`config.mk`:
```
export PLATFORM = sky130hd
export DESIGN_NAME = pcrw_top
export DESIGN_NICKNAME = d
export VERILOG_FILES = /design/src/design/pcrw_glitch_filter.v /design/src/design/pcrw_outdiv.v /design/src/design/pcrw_top.v
export VERILOG_INCLUDE_DIRS = /design/src /design/src/include
export SDC_FILE = /design/constraint.sdc
export NUM_CORES = 1
export LEC_CHECK = 0
export BUFFER_PORTS_ARGS = -buffer_cell sky130_fd_sc_hd__buf_4
export CORE_MARGIN = 2
export CORE_UTILIZATION = 59
export DETAILED_ROUTE_END_ITERATION = 10
export GPL_ROUTABILITY_DRIVEN = 0
export GPL_TIMING_DRIVEN = 0
export PLACE_DENSITY_LB_ADDON = 0.08
export SYNTH_ARGS = -nofsm -noshare
export SYNTH_HDL_FRONTEND = slang
export SYNTH_HIERARCHICAL = 1
export SYNTH_SLANG_ARGS = --single-unit
```
`constraint.sdc`:
```
create_clock -name i_clk -period 11.6 [get_ports i_clk]
set_input_delay 0.58 -clock i_clk [delete_from_list [all_inputs] [get_ports i_clk]]
set_output_delay 0.58 -clock i_clk [all_outputs]
set_load 0.1 [all_outputs]
```
`src/include/pcrw_map.vh`:
```
// Register map, field positions, reset values and timing for the clock and reset block
`ifndef PCRW_MAP_VH
`define PCRW_MAP_VH

// ======================================================================
// Register offsets (byte addresses)
`define PCRW_OFS_CTRL      12'h000
`define PCRW_OFS_CFG       12'h004
`define PCRW_OFS_STAT      12'h008
`define PCRW_OFS_REMAP     12'h00C
`define PCRW_OFS_PWR       12'h010

// ======================================================================
// Field positions
`define PCRW_CTRL_EN       0
`define PCRW_CTRL_CONN     1
`define PCRW_CFG_MSEL_LSB  0
`define PCRW_CFG_MSEL_MSB  4
`define PCRW_CFG_PSEL_LSB  5
`define PCRW_CFG_PSEL_MSB  6
`define PCRW_STAT_LOCK     0
`define PCRW_STAT_SEL      1
`define PCRW_STAT_CFG_OK   2
`define PCRW_REMAP_SRAM    0
`define PCRW_PWR_PDOWN     0

// ======================================================================
// Reset values
`define PCRW_RST_CTRL      2'h0
`define PCRW_RST_MSEL      5'h00
`define PCRW_RST_PSEL      2'h0
`define PCRW_RST_REMAP     1'h0
`define PCRW_RESET_VECTOR  32'h00000000

// ======================================================================
// Frequency limits in MHz and the software multiplier limit
`define PCRW_IN_MIN_MHZ    10
`define PCRW_IN_MAX_MHZ    25
`define PCRW_OUT_MIN_MHZ   10
`define PCRW_OUT_MAX_MHZ   60
`define PCRW_CCO_MIN_MHZ   156
`define PCRW_CCO_MAX_MHZ   320
`define PCRW_SW_MULT_MAX   6

// ======================================================================
// Timing
`define PCRW_CLK_MHZ       50
`define PCRW_LOCK_US       100
`define PCRW_LOCK_CYCLES   (`PCRW_LOCK_US * `PCRW_CLK_MHZ)
`define PCRW_WAKE_CLKS     4096
`define PCRW_FILT_CYCLES   4

`endif

```
`src/design/pcrw_glitch_filter.v`:
```
// Synchroniser and glitch filter for the external reset pin
`timescale 1ns/100ps
`include "pcrw_map.vh"

module pcrw_glitch_filter (
  input  wire i_clk,
  input  wire i_rst_n,
  input  wire i_pin_n,
  output reg  o_level
);

  reg  [1:0] sync_reg;
  reg  [2:0] stable_reg;

  // Last filter count, cut to the counter width on purpose
  localparam [31:0] FILT_LAST = `PCRW_FILT_CYCLES - 1;

  // ======================================================================
  // Two-stage synchroniser; only stage two is looked at
  always @(posedge i_clk or negedge i_rst_n) begin
    if (!i_rst_n) begin
      sync_reg <= 2'h0;
    end else begin
      sync_reg <= {sync_reg[0], i_pin_n};
    end
  end

  // ======================================================================
  // Level must stand for the filter time before it is passed on
  always @(posedge i_clk or negedge i_rst_n) begin
    if (!i_rst_n) begin
      stable_reg <= 3'h0;
      o_level    <= 1'b0;
    end else if (sync_reg[1] == o_level) begin
      stable_reg <= 3'h0;
    end else if (stable_reg == FILT_LAST[2:0]) begin
      stable_reg <= 3'h0;
      o_level    <= sync_reg[1];
    end else begin
      stable_reg <= stable_reg + 3'h1;
    end
  end

endmodule // pcrw_glitch_filter

```
`src/design/pcrw_outdiv.v`:
```
// Output divider of the multiplied clock, divide by 2, 4, 8 or 16
`timescale 1ns/100ps

module pcrw_outdiv (
  input  wire       i_clk,
  input  wire       i_rst_n,
  input  wire       i_run,
  input  wire       i_tick,
  input  wire [1:0] i_psel,
  output reg        o_div_clk,
  output reg        o_boundary
);

  reg  [2:0] cnt_reg;
  wire [2:0] half_m1;

  // Half period in oscillator edges minus one: 1, 2, 4, 8 edges
  assign half_m1 = (3'h1 << i_psel) - 3'h1;

  // ======================================================================
  // Toggle on equal half periods, so the duty is always one half
  always @(posedge i_clk or negedge i_rst_n) begin
    if (!i_rst_n) begin
      cnt_reg    <= 3'h0;
      o_div_clk  <= 1'b0;
      o_boundary <= 1'b0;
    end else if (!i_run) begin
      cnt_reg    <= 3'h0;
      o_div_clk  <= 1'b0;
      o_boundary <= 1'b0;
    end else if (i_tick && cnt_reg == half_m1) begin
      cnt_reg    <= 3'h0;
      o_div_clk  <= ~o_div_clk;
      o_boundary <= ~o_div_clk; // Marks the end of a whole low phase
    end else begin
      cnt_reg    <= i_tick ? cnt_reg + 3'h1 : cnt_reg;
      o_boundary <= 1'b0;
    end
  end

endmodule // pcrw_outdiv

```
`src/design/pcrw_top.v`:
```
// Clock multiplier control, reset sequencer and wake-up timer with APB registers
//
// The APB slave port and the register addresses were left to the implementer.
`timescale 1ns/100ps
`include "pcrw_map.vh"

module pcrw_top #(
  parameter integer OSC_MHZ     = 12,
  parameter integer LOCK_CYCLES = `PCRW_LOCK_CYCLES,
  parameter integer WAKE_CLKS   = `PCRW_WAKE_CLKS
) (
  input  wire        i_clk,
  input  wire        i_rst_n,
  input  wire        i_psel,
  input  wire        i_penable,
  input  wire        i_pwrite,
  input  wire [11:0] i_paddr,
  input  wire [31:0] i_pwdata,
  output reg  [31:0] o_prdata,
  output reg         o_pready,
  output reg         o_pslverr,
  input  wire        i_reset_pin_n,
  input  wire        i_wdt_timeout,
  input  wire        i_osc_running,
  input  wire        i_flash_init_done,
  input  wire        i_wake_event,
  input  wire        i_cco_clk,
  output reg         o_int_rst_n,
  output reg         o_core_run,
  output reg         o_osc_en,
  output reg         o_flash_init_start,
  output reg         o_pll_power,
  output reg  [4:0]  o_pll_msel,
  output reg  [1:0]  o_pll_psel,
  output reg         o_pll_locked,
  output reg         o_core_clk_pll,
  output wire        o_pll_div_clk,
  output reg         o_vector_sram,
  output reg  [31:0] o_reset_vector
);

  // ======================================================================
  // Sequencer states
  localparam [5:0] S_HOLD  = 6'h01;
  localparam [5:0] S_OSC   = 6'h02;
  localparam [5:0] S_COUNT = 6'h04;
  localparam [5:0] S_FLASH = 6'h08;
  localparam [5:0] S_RUN   = 6'h10;
  localparam [5:0] S_PDOWN = 6'h20;

  // Last count of each timer; the counters take only the low bits
  localparam [31:0] WAKE_LAST = WAKE_CLKS - 1;
  localparam [31:0] LOCK_LAST = LOCK_CYCLES - 1;

  // ======================================================================
  // Multiplier limits check, used for the live setting only
  function cfg_ok_f;
    input [4:0] msel;
    input [1:0] psel;
    integer     mult;
    integer     fout;
    integer     fcco;
    begin
      mult     = msel + 1;
      fout     = OSC_MHZ * mult;
      fcco     = fout * (2 << psel);
      cfg_ok_f = (OSC_MHZ >= `PCRW_IN_MIN_MHZ) && (OSC_MHZ <= `PCRW_IN_MAX_MHZ) &&
                 (fout >= `PCRW_OUT_MIN_MHZ) && (fout <= `PCRW_OUT_MAX_MHZ) &&
                 (fcco >= `PCRW_CCO_MIN_MHZ) && (fcco <= `PCRW_CCO_MAX_MHZ);
    end
  endfunction

  // ======================================================================
  // Declarations
  reg  [1:0]  osc_sync_reg;
  reg  [1:0]  wake_sync_reg;
  reg  [2:0]  cco_sync_reg;
  reg  [5:0]  state_reg;
  reg  [5:0]  state_next;
  reg  [12:0] wake_cnt_reg;
  reg         boot_reg;
  reg         pll_en_reg;
  reg         pll_conn_reg;
  reg         pdown_req_reg;
  reg  [12:0] lock_cnt_reg;
  reg  [31:0] rdata_next;
  wire        pin_level;
  wire        osc_ok;
  wire        wake_ok;
  wire        cco_tick;
  wire        reset_src;
  wire        chip_rst;
  wire        cfg_ok;
  wire        lock_run;
  wire        want_pll;
  wire        div_boundary;
  wire        setup_acc;
  wire        bus_acc;
  wire        wr_acc;
  wire        mapped;
  wire        cfg_wr;

  // ======================================================================
  // Reset pin filter
  pcrw_glitch_filter u_filter (
    .i_clk   (i_clk),
    .i_rst_n (i_rst_n),
    .i_pin_n (i_reset_pin_n),
    .o_level (pin_level)
  );

  // ======================================================================
  // Synchronisers for the analog status, wake event and oscillator pins
  always @(posedge i_clk or negedge i_rst_n) begin
    if (!i_rst_n) begin
      osc_sync_reg  <= 2'h0;
      wake_sync_reg <= 2'h0;
      cco_sync_reg  <= 3'h0;
    end else begin
      osc_sync_reg  <= {osc_sync_reg[0], i_osc_running};
      wake_sync_reg <= {wake_sync_reg[0], i_wake_event};
      cco_sync_reg  <= {cco_sync_reg[1:0], i_cco_clk};
    end
  end

  assign osc_ok   = osc_sync_reg[1];
  assign wake_ok  = wake_sync_reg[1];
  // Edge taken between stage two and three; the oscillator must run below half of i_clk
  assign cco_tick = cco_sync_reg[1] & ~cco_sync_reg[2];

  // Only the filtered pin and the watchdog can reset the chip
  assign reset_src = ~pin_level | i_wdt_timeout;
  assign chip_rst  = ~o_int_rst_n;

  // ======================================================================
  // Sequencer next state
  always @* begin
    state_next = state_reg;
    case (state_reg)
      S_HOLD: begin
        state_next = S_OSC;
      end
      S_OSC: begin
        if (osc_ok) begin
          state_next = S_COUNT;
        end
      end
      S_COUNT: begin
        if (!osc_ok) begin
          state_next = S_OSC;
        end else if (wake_cnt_reg == WAKE_LAST[12:0]) begin
          state_next = boot_reg ? S_FLASH : S_RUN;
        end
      end
      S_FLASH: begin
        // Ready seen while the start pulse stands is stale from the last run
        if (i_flash_init_done && !o_flash_init_start) begin
          state_next = S_RUN;
        end
      end
      S_RUN: begin
        if (!osc_ok) begin
          state_next = S_OSC;
        end else if (pdown_req_reg) begin
          state_next = S_PDOWN;
        end
      end
      S_PDOWN: begin
        if (wake_ok) begin
          state_next = S_OSC;
        end
      end
      default: begin
        state_next = S_HOLD;
      end
    endcase
    if (reset_src) begin
      state_next = S_HOLD;
    end
  end

  // ======================================================================
  // Sequencer registers and wake-up timer
  always @(posedge i_clk or negedge i_rst_n) begin
    if (!i_rst_n) begin
      state_reg          <= S_HOLD;
      wake_cnt_reg       <= 13'h0000;
      boot_reg           <= 1'b1;
      o_int_rst_n        <= 1'b0;
      o_core_run         <= 1'b0;
      o_osc_en           <= 1'b1;
      o_flash_init_start <= 1'b0;
    end else begin
      state_reg          <= state_next;
      o_flash_init_start <= (state_reg == S_COUNT) && (state_next == S_FLASH);
      // Count restarts whenever the counting state is entered afresh
      if (state_reg != S_COUNT || state_next != S_COUNT) begin
        wake_cnt_reg <= 13'h0000;
      end else begin
        wake_cnt_reg <= wake_cnt_reg + 13'h0001;
      end
      if (state_next == S_HOLD) begin
        boot_reg    <= 1'b1;
        o_int_rst_n <= 1'b0;
      end else if (state_next == S_RUN && state_reg != S_RUN) begin
        boot_reg    <= 1'b0;
        o_int_rst_n <= 1'b1;
      end
      // Execution only in the run state; the oscillator is off only in power-down
      o_core_run <= (state_next == S_RUN);
      o_osc_en   <= (state_next != S_PDOWN);
    end
  end

  // ======================================================================
  // APB decode; one wait state, so every access answers on its second cycle
  assign setup_acc = i_psel & i_penable & ~o_pready;
  assign bus_acc   = i_psel & i_penable & o_pready;
  assign wr_acc    = bus_acc & i_pwrite & mapped & ~chip_rst;
  assign mapped    = (i_paddr == `PCRW_OFS_CTRL) || (i_paddr == `PCRW_OFS_CFG) ||
                     (i_paddr == `PCRW_OFS_STAT) || (i_paddr == `PCRW_OFS_REMAP) ||
                     (i_paddr == `PCRW_OFS_PWR);
  assign cfg_wr    = wr_acc && (i_paddr == `PCRW_OFS_CFG);
  assign cfg_ok    = cfg_ok_f(o_pll_msel, o_pll_psel);

  // Read data multiplexer
  always @* begin
    rdata_next = 32'h00000000;
    case (i_paddr)
      `PCRW_OFS_CTRL: begin
        rdata_next[`PCRW_CTRL_EN]   = pll_en_reg;
        rdata_next[`PCRW_CTRL_CONN] = pll_conn_reg;
      end
      `PCRW_OFS_CFG: begin
        rdata_next[`PCRW_CFG_MSEL_MSB:`PCRW_CFG_MSEL_LSB] = o_pll_msel;
        rdata_next[`PCRW_CFG_PSEL_MSB:`PCRW_CFG_PSEL_LSB] = o_pll_psel;
      end
      `PCRW_OFS_STAT: begin
        rdata_next[`PCRW_STAT_LOCK]   = o_pll_locked;
        rdata_next[`PCRW_STAT_SEL]    = o_core_clk_pll;
        rdata_next[`PCRW_STAT_CFG_OK] = cfg_ok;
        rdata_next[13:8]              = state_reg;
      end
      `PCRW_OFS_REMAP: begin
        rdata_next[`PCRW_REMAP_SRAM] = o_vector_sram;
      end
      `PCRW_OFS_PWR: begin
        rdata_next[`PCRW_PWR_PDOWN] = pdown_req_reg;
      end
      default: begin
        rdata_next = 32'h00000000;
      end
    endcase
  end

  // ======================================================================
  // Bus answer
  always @(posedge i_clk or negedge i_rst_n) begin
    if (!i_rst_n) begin
      o_pready  <= 1'b0;
      o_pslverr <= 1'b0;
      o_prdata  <= 32'h00000000;
    end else begin
      o_pready  <= setup_acc;
      o_pslverr <= setup_acc & ~mapped;
      o_prdata  <= setup_acc ? rdata_next : 32'h00000000;
    end
  end

  // ======================================================================
  // Software registers; chip reset forces every one back to its reset value
  always @(posedge i_clk or negedge i_rst_n) begin
    if (!i_rst_n) begin
      pll_en_reg     <= 1'b0;
      pll_conn_reg   <= 1'b0;
      o_pll_msel     <= `PCRW_RST_MSEL;
      o_pll_psel     <= `PCRW_RST_PSEL;
      o_vector_sram  <= `PCRW_RST_REMAP;
      pdown_req_reg  <= 1'b0;
      o_reset_vector <= `PCRW_RESET_VECTOR;
    end else if (chip_rst) begin
      pll_en_reg     <= 1'b0;
      pll_conn_reg   <= 1'b0;
      o_pll_msel     <= `PCRW_RST_MSEL;
      o_pll_psel     <= `PCRW_RST_PSEL;
      o_vector_sram  <= `PCRW_RST_REMAP;
      pdown_req_reg  <= 1'b0;
      o_reset_vector <= `PCRW_RESET_VECTOR;
    end else begin
      if (wr_acc && i_paddr == `PCRW_OFS_CTRL) begin
        pll_en_reg   <= i_pwdata[`PCRW_CTRL_EN];
        pll_conn_reg <= i_pwdata[`PCRW_CTRL_CONN];
      end
      if (cfg_wr) begin
        // 5-bit field holds factor minus one, so only 1..32 exist
        o_pll_msel <= i_pwdata[`PCRW_CFG_MSEL_MSB:`PCRW_CFG_MSEL_LSB];
        o_pll_psel <= i_pwdata[`PCRW_CFG_PSEL_MSB:`PCRW_CFG_PSEL_LSB];
      end
      if (wr_acc && i_paddr == `PCRW_OFS_REMAP) begin
        o_vector_sram <= i_pwdata[`PCRW_REMAP_SRAM];
      end
      // Request set by software, dropped once power-down is entered
      if (wr_acc && i_paddr == `PCRW_OFS_PWR && i_pwdata[`PCRW_PWR_PDOWN]) begin
        pdown_req_reg <= 1'b1;
      end else if (state_reg == S_PDOWN) begin
        pdown_req_reg <= 1'b0;
      end
    end
  end

  // ======================================================================
  // Multiplier power and lock timer; a settings write restarts locking
  assign lock_run = o_pll_power & cfg_ok & osc_ok;

  always @(posedge i_clk or negedge i_rst_n) begin
    if (!i_rst_n) begin
      o_pll_power  <= 1'b0;
      lock_cnt_reg <= 13'h0000;
      o_pll_locked <= 1'b0;
    end else begin
      // No power while in reset or power-down
      o_pll_power <= pll_en_reg & ~chip_rst & (state_reg != S_PDOWN);
      if (!lock_run || cfg_wr || chip_rst) begin
        lock_cnt_reg <= 13'h0000;
        o_pll_locked <= 1'b0;
      end else if (lock_cnt_reg == LOCK_LAST[12:0]) begin
        o_pll_locked <= 1'b1;
      end else begin
        lock_cnt_reg <= lock_cnt_reg + 13'h0001;
      end
    end
  end

  // ======================================================================
  // Output divider of the multiplied clock
  pcrw_outdiv u_outdiv (
    .i_clk      (i_clk),
    .i_rst_n    (i_rst_n),
    .i_run      (o_pll_power),
    .i_tick     (cco_tick),
    .i_psel     (o_pll_psel),
    .o_div_clk  (o_pll_div_clk),
    .o_boundary (div_boundary)
  );

  // ======================================================================
  // Core clock source; connect is honoured only once locked
  assign want_pll = pll_conn_reg & o_pll_power & o_pll_locked;

  // Switch only at the end of a full low phase of the divided clock, so
  // neither source is cut short. An unpowered multiplier gives no boundary,
  // so falling back to the oscillator then happens at once.
  always @(posedge i_clk or negedge i_rst_n) begin
    if (!i_rst_n) begin
      o_core_clk_pll <= 1'b0;
    end else if (chip_rst || !o_pll_power) begin
      o_core_clk_pll <= 1'b0;
    end else if (div_boundary) begin
      o_core_clk_pll <= want_pll;
    end
  end

endmodule // pcrw_top

```
After elaboration in Yosys (flattened, before gate mapping)
Cells that the tools add are included.
{"block": "word_totals", "regBits": 85, "in_bits": 55, "output_inout_bits": 82, "wordCells": 172}
{"block": "op_classes", "n_addsub": 6, "n_mul": 2, "order_cmp": 4, "n_eq_ne": 30, "reduce_logical": 28, "n_bitwise": 22, "n_mux": 49, "n_shift": 2}
{"op": "2-to-1 mux 6 bit", "n": 9}
{"op": "2-to-1 mux 13 bit", "n": 3}
{"op": "case mux 6 bit (6 select lines)", "n": 1}
{"op": ">= comparator 32 x 9 -> 1 bit (second input constant)", "n": 1}
{"op": "less-or-equal comparator 32 x 10 -> 1 bit (second input constant)", "n": 1}
{"op": "multiplier 9 x 32 -> 30 bit", "n": 1}
{"op": "left shift 2 x 2 -> 32 bit (first input constant)", "n": 1}
{"op": "adder 13 x 1 -> 13 bit (second input constant)", "n": 2}
{"op": "equality test 12 x 4 -> 1 bit (second input constant)", "n": 2}
{"op": "2-to-1 mux 1 bit", "n": 21}
{"op": "2-to-1 mux 3 bit", "n": 5}
{"op": "2-to-1 mux 5 bit", "n": 3}
{"op": "AND 1 bit", "n": 14}
{"op": "2-to-1 mux 14 bit", "n": 1}
{"op": "equality test 13 x 12 -> 1 bit (second input constant)", "n": 1}
{"op": "equality test 13 bit (second input constant)", "n": 1}
{"op": "equality test 12 x 3 -> 1 bit (second input constant)", "n": 1}
{"op": "equality test 12 x 5 -> 1 bit (second input constant)", "n": 1}
{"op": "equality test 6 x 1 -> 1 bit (second input constant)", "n": 2}
{"op": "equality test 6 x 4 -> 1 bit (second input constant)", "n": 2}
{"op": "equality test 6 x 5 -> 1 bit (second input constant)", "n": 2}
{"op": "logical AND 1 bit", "n": 12}
{"op": "logical NOT 12 bit", "n": 1}
{"op": "inequality test 6 x 3 -> 1 bit (second input constant)", "n": 2}
{"op": "29 further kinds", "n": 53}

Depth between registers and ports, before layout
{"block": "logic_depth", "word_depth": 12, "ltp_mapped": 25, "ltp_nobuf": 23}

Cells and area by module
Netlist, hierarchy kept.
{"mod": "pcrw_top", "cells_each": 580, "area_per_inst_um2": 5380.2, "n_inst": 1, "seq_area_each_um2": 1830.5}
{"mod": "pcrw_outdiv", "cells_each": 29, "area_per_inst_um2": 297.8, "n_inst": 1, "seq_area_each_um2": 125.1}
{"mod": "pcrw_glitch_filter", "cells_each": 13, "area_per_inst_um2": 216.5, "n_inst": 1, "seq_area_each_um2": 150.1}

Worst setup path before layout
OpenSTA, ideal clock, no wires.
{"block": "synth_timing", "path_type": "register to register", "start": "register o_pll_msel[1]", "end": "register o_pll_locked", "slack_ns": 5.058, "required_ns": 11.528, "stages_incl_launch_ff": 25, "period_less_slack_ns": 6.542, "setup_ns": 0.072, "path_buffers": 1, "arrival_time_ns": 6.470, "path_cell_list": "dfrtp_1 ha_1 nand3_1 xnor2_1 ha_1 or2_2 a2111o_1 o41a_1 o211a_4 nor2_1 ha_1 inv_1 fa_1 inv_1 fa_1 ha_1 ha_1 and2_1 a221oi_1 nand4_1 a22oi_1 and3_4 nand4_2 buf_6 nor2_2"}
{"block": "synth_via", "elab_chain_len": 12, "word_cells_on_any_way": 17, "cone_classes": "add/sub: 1; mul: 2; order compare: 4; mux: 1; bitwise: 2; reduce/logical: 7"}
{"item": "start, declared", "line": "pcrw_top.v:33", "source": "output reg [4:0] o_pll_msel,"}
{"item": "start signal, assigned", "line": "pcrw_top.v:276", "source": "o_pll_msel <= `PCRW_RST_MSEL;"}
{"item": "start signal, assigned", "line": "pcrw_top.v:284", "source": "o_pll_msel <= `PCRW_RST_MSEL;"}
{"item": "start signal, assigned", "line": "pcrw_top.v:296", "source": "o_pll_msel <= i_pwdata[`PCRW_CFG_MSEL_MSB:`PCRW_CFG_MSEL_LSB];"}
{"item": "adder 5 x 1 -> 6 bit (*)", "line": "pcrw_top.v:64", "source": "mult = msel + 1;"}
{"item": "multiplier 2 x 6 -> 8 bit (*)", "line": "pcrw_top.v:65", "source": "fout = OSC_MHZ * mult;"}
{"item": "multiplier 9 x 32 -> 30 bit, or another cell as far along", "line": "pcrw_top.v:66", "source": "fcco = fout * (2 << psel);"}
{"item": ">= comparator 32 x 9 -> 1 bit (no line) or logical AND 1 bit (tied branches)"}
{"item": "logical AND 1 bit", "line": "pcrw_top.v:67", "source": "cfg_ok_f = (OSC_MHZ >= `PCRW_IN_MIN_MHZ) && (OSC_MHZ <= `PCRW_IN_MAX_MHZ) &&"}
{"item": "logical AND 1 bit (*)", "line": "pcrw_top.v:67"}
{"item": "AND 1 bit (*) (2 in series)", "line": "pcrw_top.v:313", "source": "assign lock_run = o_pll_power & cfg_ok & osc_ok;"}
{"item": "logical NOT 1 bit (*)", "line": "pcrw_top.v:323", "source": "if (!lock_run || cfg_wr || chip_rst) begin"}
{"item": "logical OR 1 bit (*) (2 in series)", "line": "pcrw_top.v:323"}
{"item": "2-to-1 mux 1 bit or nonzero test 2 bit (tied branches)"}
{"item": "end signal, assigned", "line": "pcrw_top.v:319", "source": "o_pll_locked <= 1'b0;"}
{"item": "end signal, assigned", "line": "pcrw_top.v:325", "source": "o_pll_locked <= 1'b0;"}
{"item": "end signal, assigned", "line": "pcrw_top.v:327", "source": "o_pll_locked <= 1'b1;"}
{"item": "end, declared", "line": "pcrw_top.v:35", "source": "output reg o_pll_locked,"}
Mark *: on every way between the ends. The rest lies on a longest branch, timed or not.
A chain may end at the register's enable or synchronous reset.

Worst setup path in the final report
{"block": "layout_timing", "start": "register o_pll_msel[1]", "end": "register lock_cnt_reg[6]"}
{"block": "layout_via", "elab_chain_len": 12, "word_cells_on_any_way": 17, "cone_classes": "add/sub: 1; mul: 2; order compare: 4; eq/ne: 1; mux: 1; bitwise: 2; reduce/logical: 6"}
{"item": "adder 5 x 1 -> 6 bit (*)", "line": "pcrw_top.v:64"}
{"item": "multiplier 2 x 6 -> 8 bit (*)", "line": "pcrw_top.v:65"}
{"item": "multiplier 9 x 32 -> 30 bit, or another cell as far along", "line": "pcrw_top.v:66"}
{"item": ">= comparator 32 x 9 -> 1 bit (no line) or logical AND 1 bit (tied branches)"}
{"item": "logical AND 1 bit", "line": "pcrw_top.v:67"}
{"item": "logical AND 1 bit (*)", "line": "pcrw_top.v:67"}
{"item": "AND 1 bit (*) (2 in series)", "line": "pcrw_top.v:313"}
{"item": "logical NOT 1 bit (*)", "line": "pcrw_top.v:323"}
{"item": "logical OR 1 bit (*) (2 in series)", "line": "pcrw_top.v:323"}
{"item": "inequality test 2 bit (no line) or 2-to-1 mux 13 bit (tied branches)"}
{"item": "end signal, assigned", "line": "pcrw_top.v:329", "source": "lock_cnt_reg <= lock_cnt_reg + 13'h0001;"}
{"item": "end, declared", "line": "pcrw_top.v:85", "source": "reg [12:0] lock_cnt_reg;"}
Marked as above.

==> parameters.txt <==
Parameter                              Value

Yosys
  Number of standard cells after synthesis ... 622
  Synthesized area ... 5890 µm²
  Count of unique library cells instantiated by Yosys ... 76
  Synth Flop Type ... dfrtp_1
  Area share of the largest cell type after synthesis ... 34.4%
  Async SR Flop Fraction ... 100%
  Cell types occupying the most area after synthesis ... dfrtp_1, ha_1, buf_4
  Register bit count reported by yosys ... 84
  Synthesis warning total ... 6
  Share of the yosys chip area belonging to registers ... 35.7%
  EDFF count, synth ... 0
  Average cell area after synthesis ... 9.48 µm²
  Library cell with the largest summed area after synthesis ... dfrtp_1

Worst hold path
  WHS Endpoint ... cco_sync_reg[0]
  Hold Path Origin ... i_cco_clk
  Worst min-delay path class ... in2reg
  Number of stages on the worst hold path ... 1

Die
  Initial core utilization ... 60.6%
  Number of rows created at floorplan ... 36
  Area of the placeable core ... 9730 µm²
  Number of primary I/O pins ... 137
  Vertical die dimension ... 104 µm
  Floorplan die area ... 10800 µm²
  Die width ... 104 µm

Routing
  Wirelength, routed ... 11900 µm
  Number of optimization iterations in the first detailed-route pass ... 5
  DRC violations left ... 0
  Post-DR vias/cell ... 5.16
  Wire length per cell ... 13.6 µm
  Antenna violation net count after detailed routing ... 0
  Via count ... 4542
  Violation count after the first detailed-routing iteration ... 222

Power
  Leakage power figure ... 3.45 nW
  Total Power Consumption ... 0.000678 W
  Power per standard cell area ... 98.0 nW/µm²
  Max rail drop VDD ... 102 µV

CTS
  Maximum count of clock buffers along a single path ... 2
  Clk Tree Root Cell ... clkbuf_8
  Count of H-tree levels built during CTS ... 3
  Clock latency on the worst-skew pair ... 0.36 ns
  Clock tree sinks ... 84
  CTS tree ... yes
  Buffers inserted by post-CTS timing repair ... 0
  Post_cts resized ... 0
  Number of CTS-inserted buffers ... 9
  Clock-pin slew reported for the worst setup and hold paths after clock tree synthesis ... 0.08 ns
  Hold buffer count at cts ... 0

STA
  Period Utilization, post-route ... 56.5%
  Highest clock rate ... 0.152 GHz
  RSZ-0062 raised after global routing ... false
  Period minus WS final ... 6.56 ns
  Transition time at the pin with the least slew margin ... 1.01 ns
  Count of endpoints failing hold in the final timing report ... 0
  Final setup violating endpoints ... 0
  Final clock skew ... 0.00943 ns
  Max-slew violation count ... 0
  Relative slew margins ... 32.7%
  Setup TNS Final ... 0 ns

Worst setup path
  Cells along the critical path ... ha_1 > nand3_1 > xnor2_1 > ha_1 > nor2_1 > o41a_1 > xor2_2 > nand2b_1 > fa_1 > inv_1 > ha_1 > ha_1 > inv_1 > fa_1 > inv_1 > ha_1 > xnor2_1 > a2111oi_0 > nand3_1 > a2111oi_0 > and4_1 > nand4_2 > buf_6 > nor2_2
  Flop2flop setup slack ... 5.04 ns
  Maximum fanout count along the critical path ... 10
  Depth of the most critical reg-to-reg path ... 24
  Category of the most critical setup path ... reg2reg
  RR Endpoint ... lock_cnt_reg[6]
  Arrival time at the worst endpoint ... 6.85 ns
  Slowest stage cell on the critical path ... dfrtp_1
  Critical Path End Type ... register
  Most frequent cell on the critical path ... ha_1
  Number of gates on the worst path with buffers counted ... 24
  CP max stage delay ... 0.54 ns
  Startpoint type of the worst setup path ... register
  Worst endpoint required time ... 11.89 ns
  Startpoint of the worst register-to-register path ... o_pll_msel[1]
  Top Family by Delay on Critical Path ... adder cells
  WP buf/inv ... 4

Cells and area
  Layout Area Growth over Synthesis ... 17.3%
  Share of layout cells above drive strength 1 ... 23.4%
  Most common cell after layout, fill and taps aside ... buf_4
  Commonest non-fill, non-tap cells in the layout ... buf_4, dfrtp_1, nor2_1
  Core utilization of the finished layout ... 71.1%
  Post-layout nets ... 855
  Inserted Diodes ... 0

GRT
  Maximum number of pins on one net before global-route repair ... 85
  Antenna violations before repair ... 0
  Global-route wire length before repair ... 20800 µm
  Overflow left after global routing ... 0
  Global-route total usage across every layer ... 23.4%
  Vias in the first global route ... 4570

Placement
  HPWL Detailed ... 9290 µm
  IO buf count ... 59

Job
  Number of max-capacitance violations reported ... 0

Status
  Status ... finished, final reports clean
layer usage:
| metal | GRT usage [%] | up-vias | wire length [µm] |
|---|---|---|---|
| met2 | 41.9 | 128 | 6190 |
| li1 | - | 2236 | - |
| met3 | 3.88 | 17 | 576 |
| met1 | 28.6 | 2161 | 4980 |
| met5 | 0 | - | 0 |
| met4 | 7.82 | 0 | 184 |
cell usage after synthesis (all sizes together), types with 3 or more instances:
library cell   n
a2111oi        3
a21o           3
a21oi         14
and2          13
and3           7
buf           59
clkbuf         6
dfrtp         81
dfstp          3
fa            13
ha            45
inv           45
mux2i         10
nand2         37
nand2b        11
nand3         26
nand4         11
nor2          89
nor2b         12
nor3          13
nor3b          7
nor4           5
nor4b          5
o21a           3
o21ai         17
or2            8
or4            3
xnor2         19
xor2          18
kinds of logic (layout without fill, tap and decap cells):
| logic type | count (synthesis) | in the layout | share of synthesized area, % |
|---|---|---|---|
| xor+xnor | 37 | 37 | 5.88 |
| other cells | 1 | 51 | 0.0636 |
| buf+inv | 110 | 185 | 10.8 |
| simple gates | 252 | 252 | 22.8 |
| mux | 13 | 13 | 2.53 |
| compound gates | 66 | 66 | 8.09 |
| fa+ha+maj | 59 | 59 | 14.1 |
| flops | 84 | 84 | 35.7 |
worst max path at each step:
stage / startpoint / to
finish: o_pll_msel[1] / lock_cnt_reg[6]
global placement: o_pll_msel[1] / lock_cnt_reg[9]
CTS: o_pll_msel[1] / lock_cnt_reg[6]
global route: o_pll_msel[1] / lock_cnt_reg[6]
detailed placement: o_pll_msel[1] / lock_cnt_reg[6]
floorplan: o_pll_msel[1] / o_pll_locked
where the power goes:
part / leakage, nW / internal [W] / total, W / switching [W]
registers: 1.14 / 0.000302 / 0.000310 / 0.00000803
logic: 2.21 / 0.0000333 / 0.000135 / 0.000102
clock network: 0.106 / 0.000128 / 0.000233 / 0.000105
area by class of cell:
type | instances | area [µm²]
plain buffers | 65 | 469
clock buffers | 11 | 141
clock inverters | 5 | 83.8
fillers | 767 | 2810
inverters | 45 | 169
multi-input cells | 478 | 3340
flip-flops and latches | 84 | 2110
well taps | 133 | 166
repair buffers | 59 | 443
per-stage QoR:
stage / cell area [µm²] / instances / worst slack [ns] / hold slack [ns]
2_1_floorplan: 6080 / 672 / 5.06 / 0.284
3_3_place_gp: 6690 / 864 / 5.12 / 0.332
3_5_place_dp: 6690 / 864 / 5.08 / 0.335
4_1_cts: 6920 / 880 / 5.04 / 0.308
5_1_grt: 6920 / 880 / 4.59 / 0.304
6_report: 6920 / 880 / 5.04 / 0.323
Power figures use the tool's default switching activity.
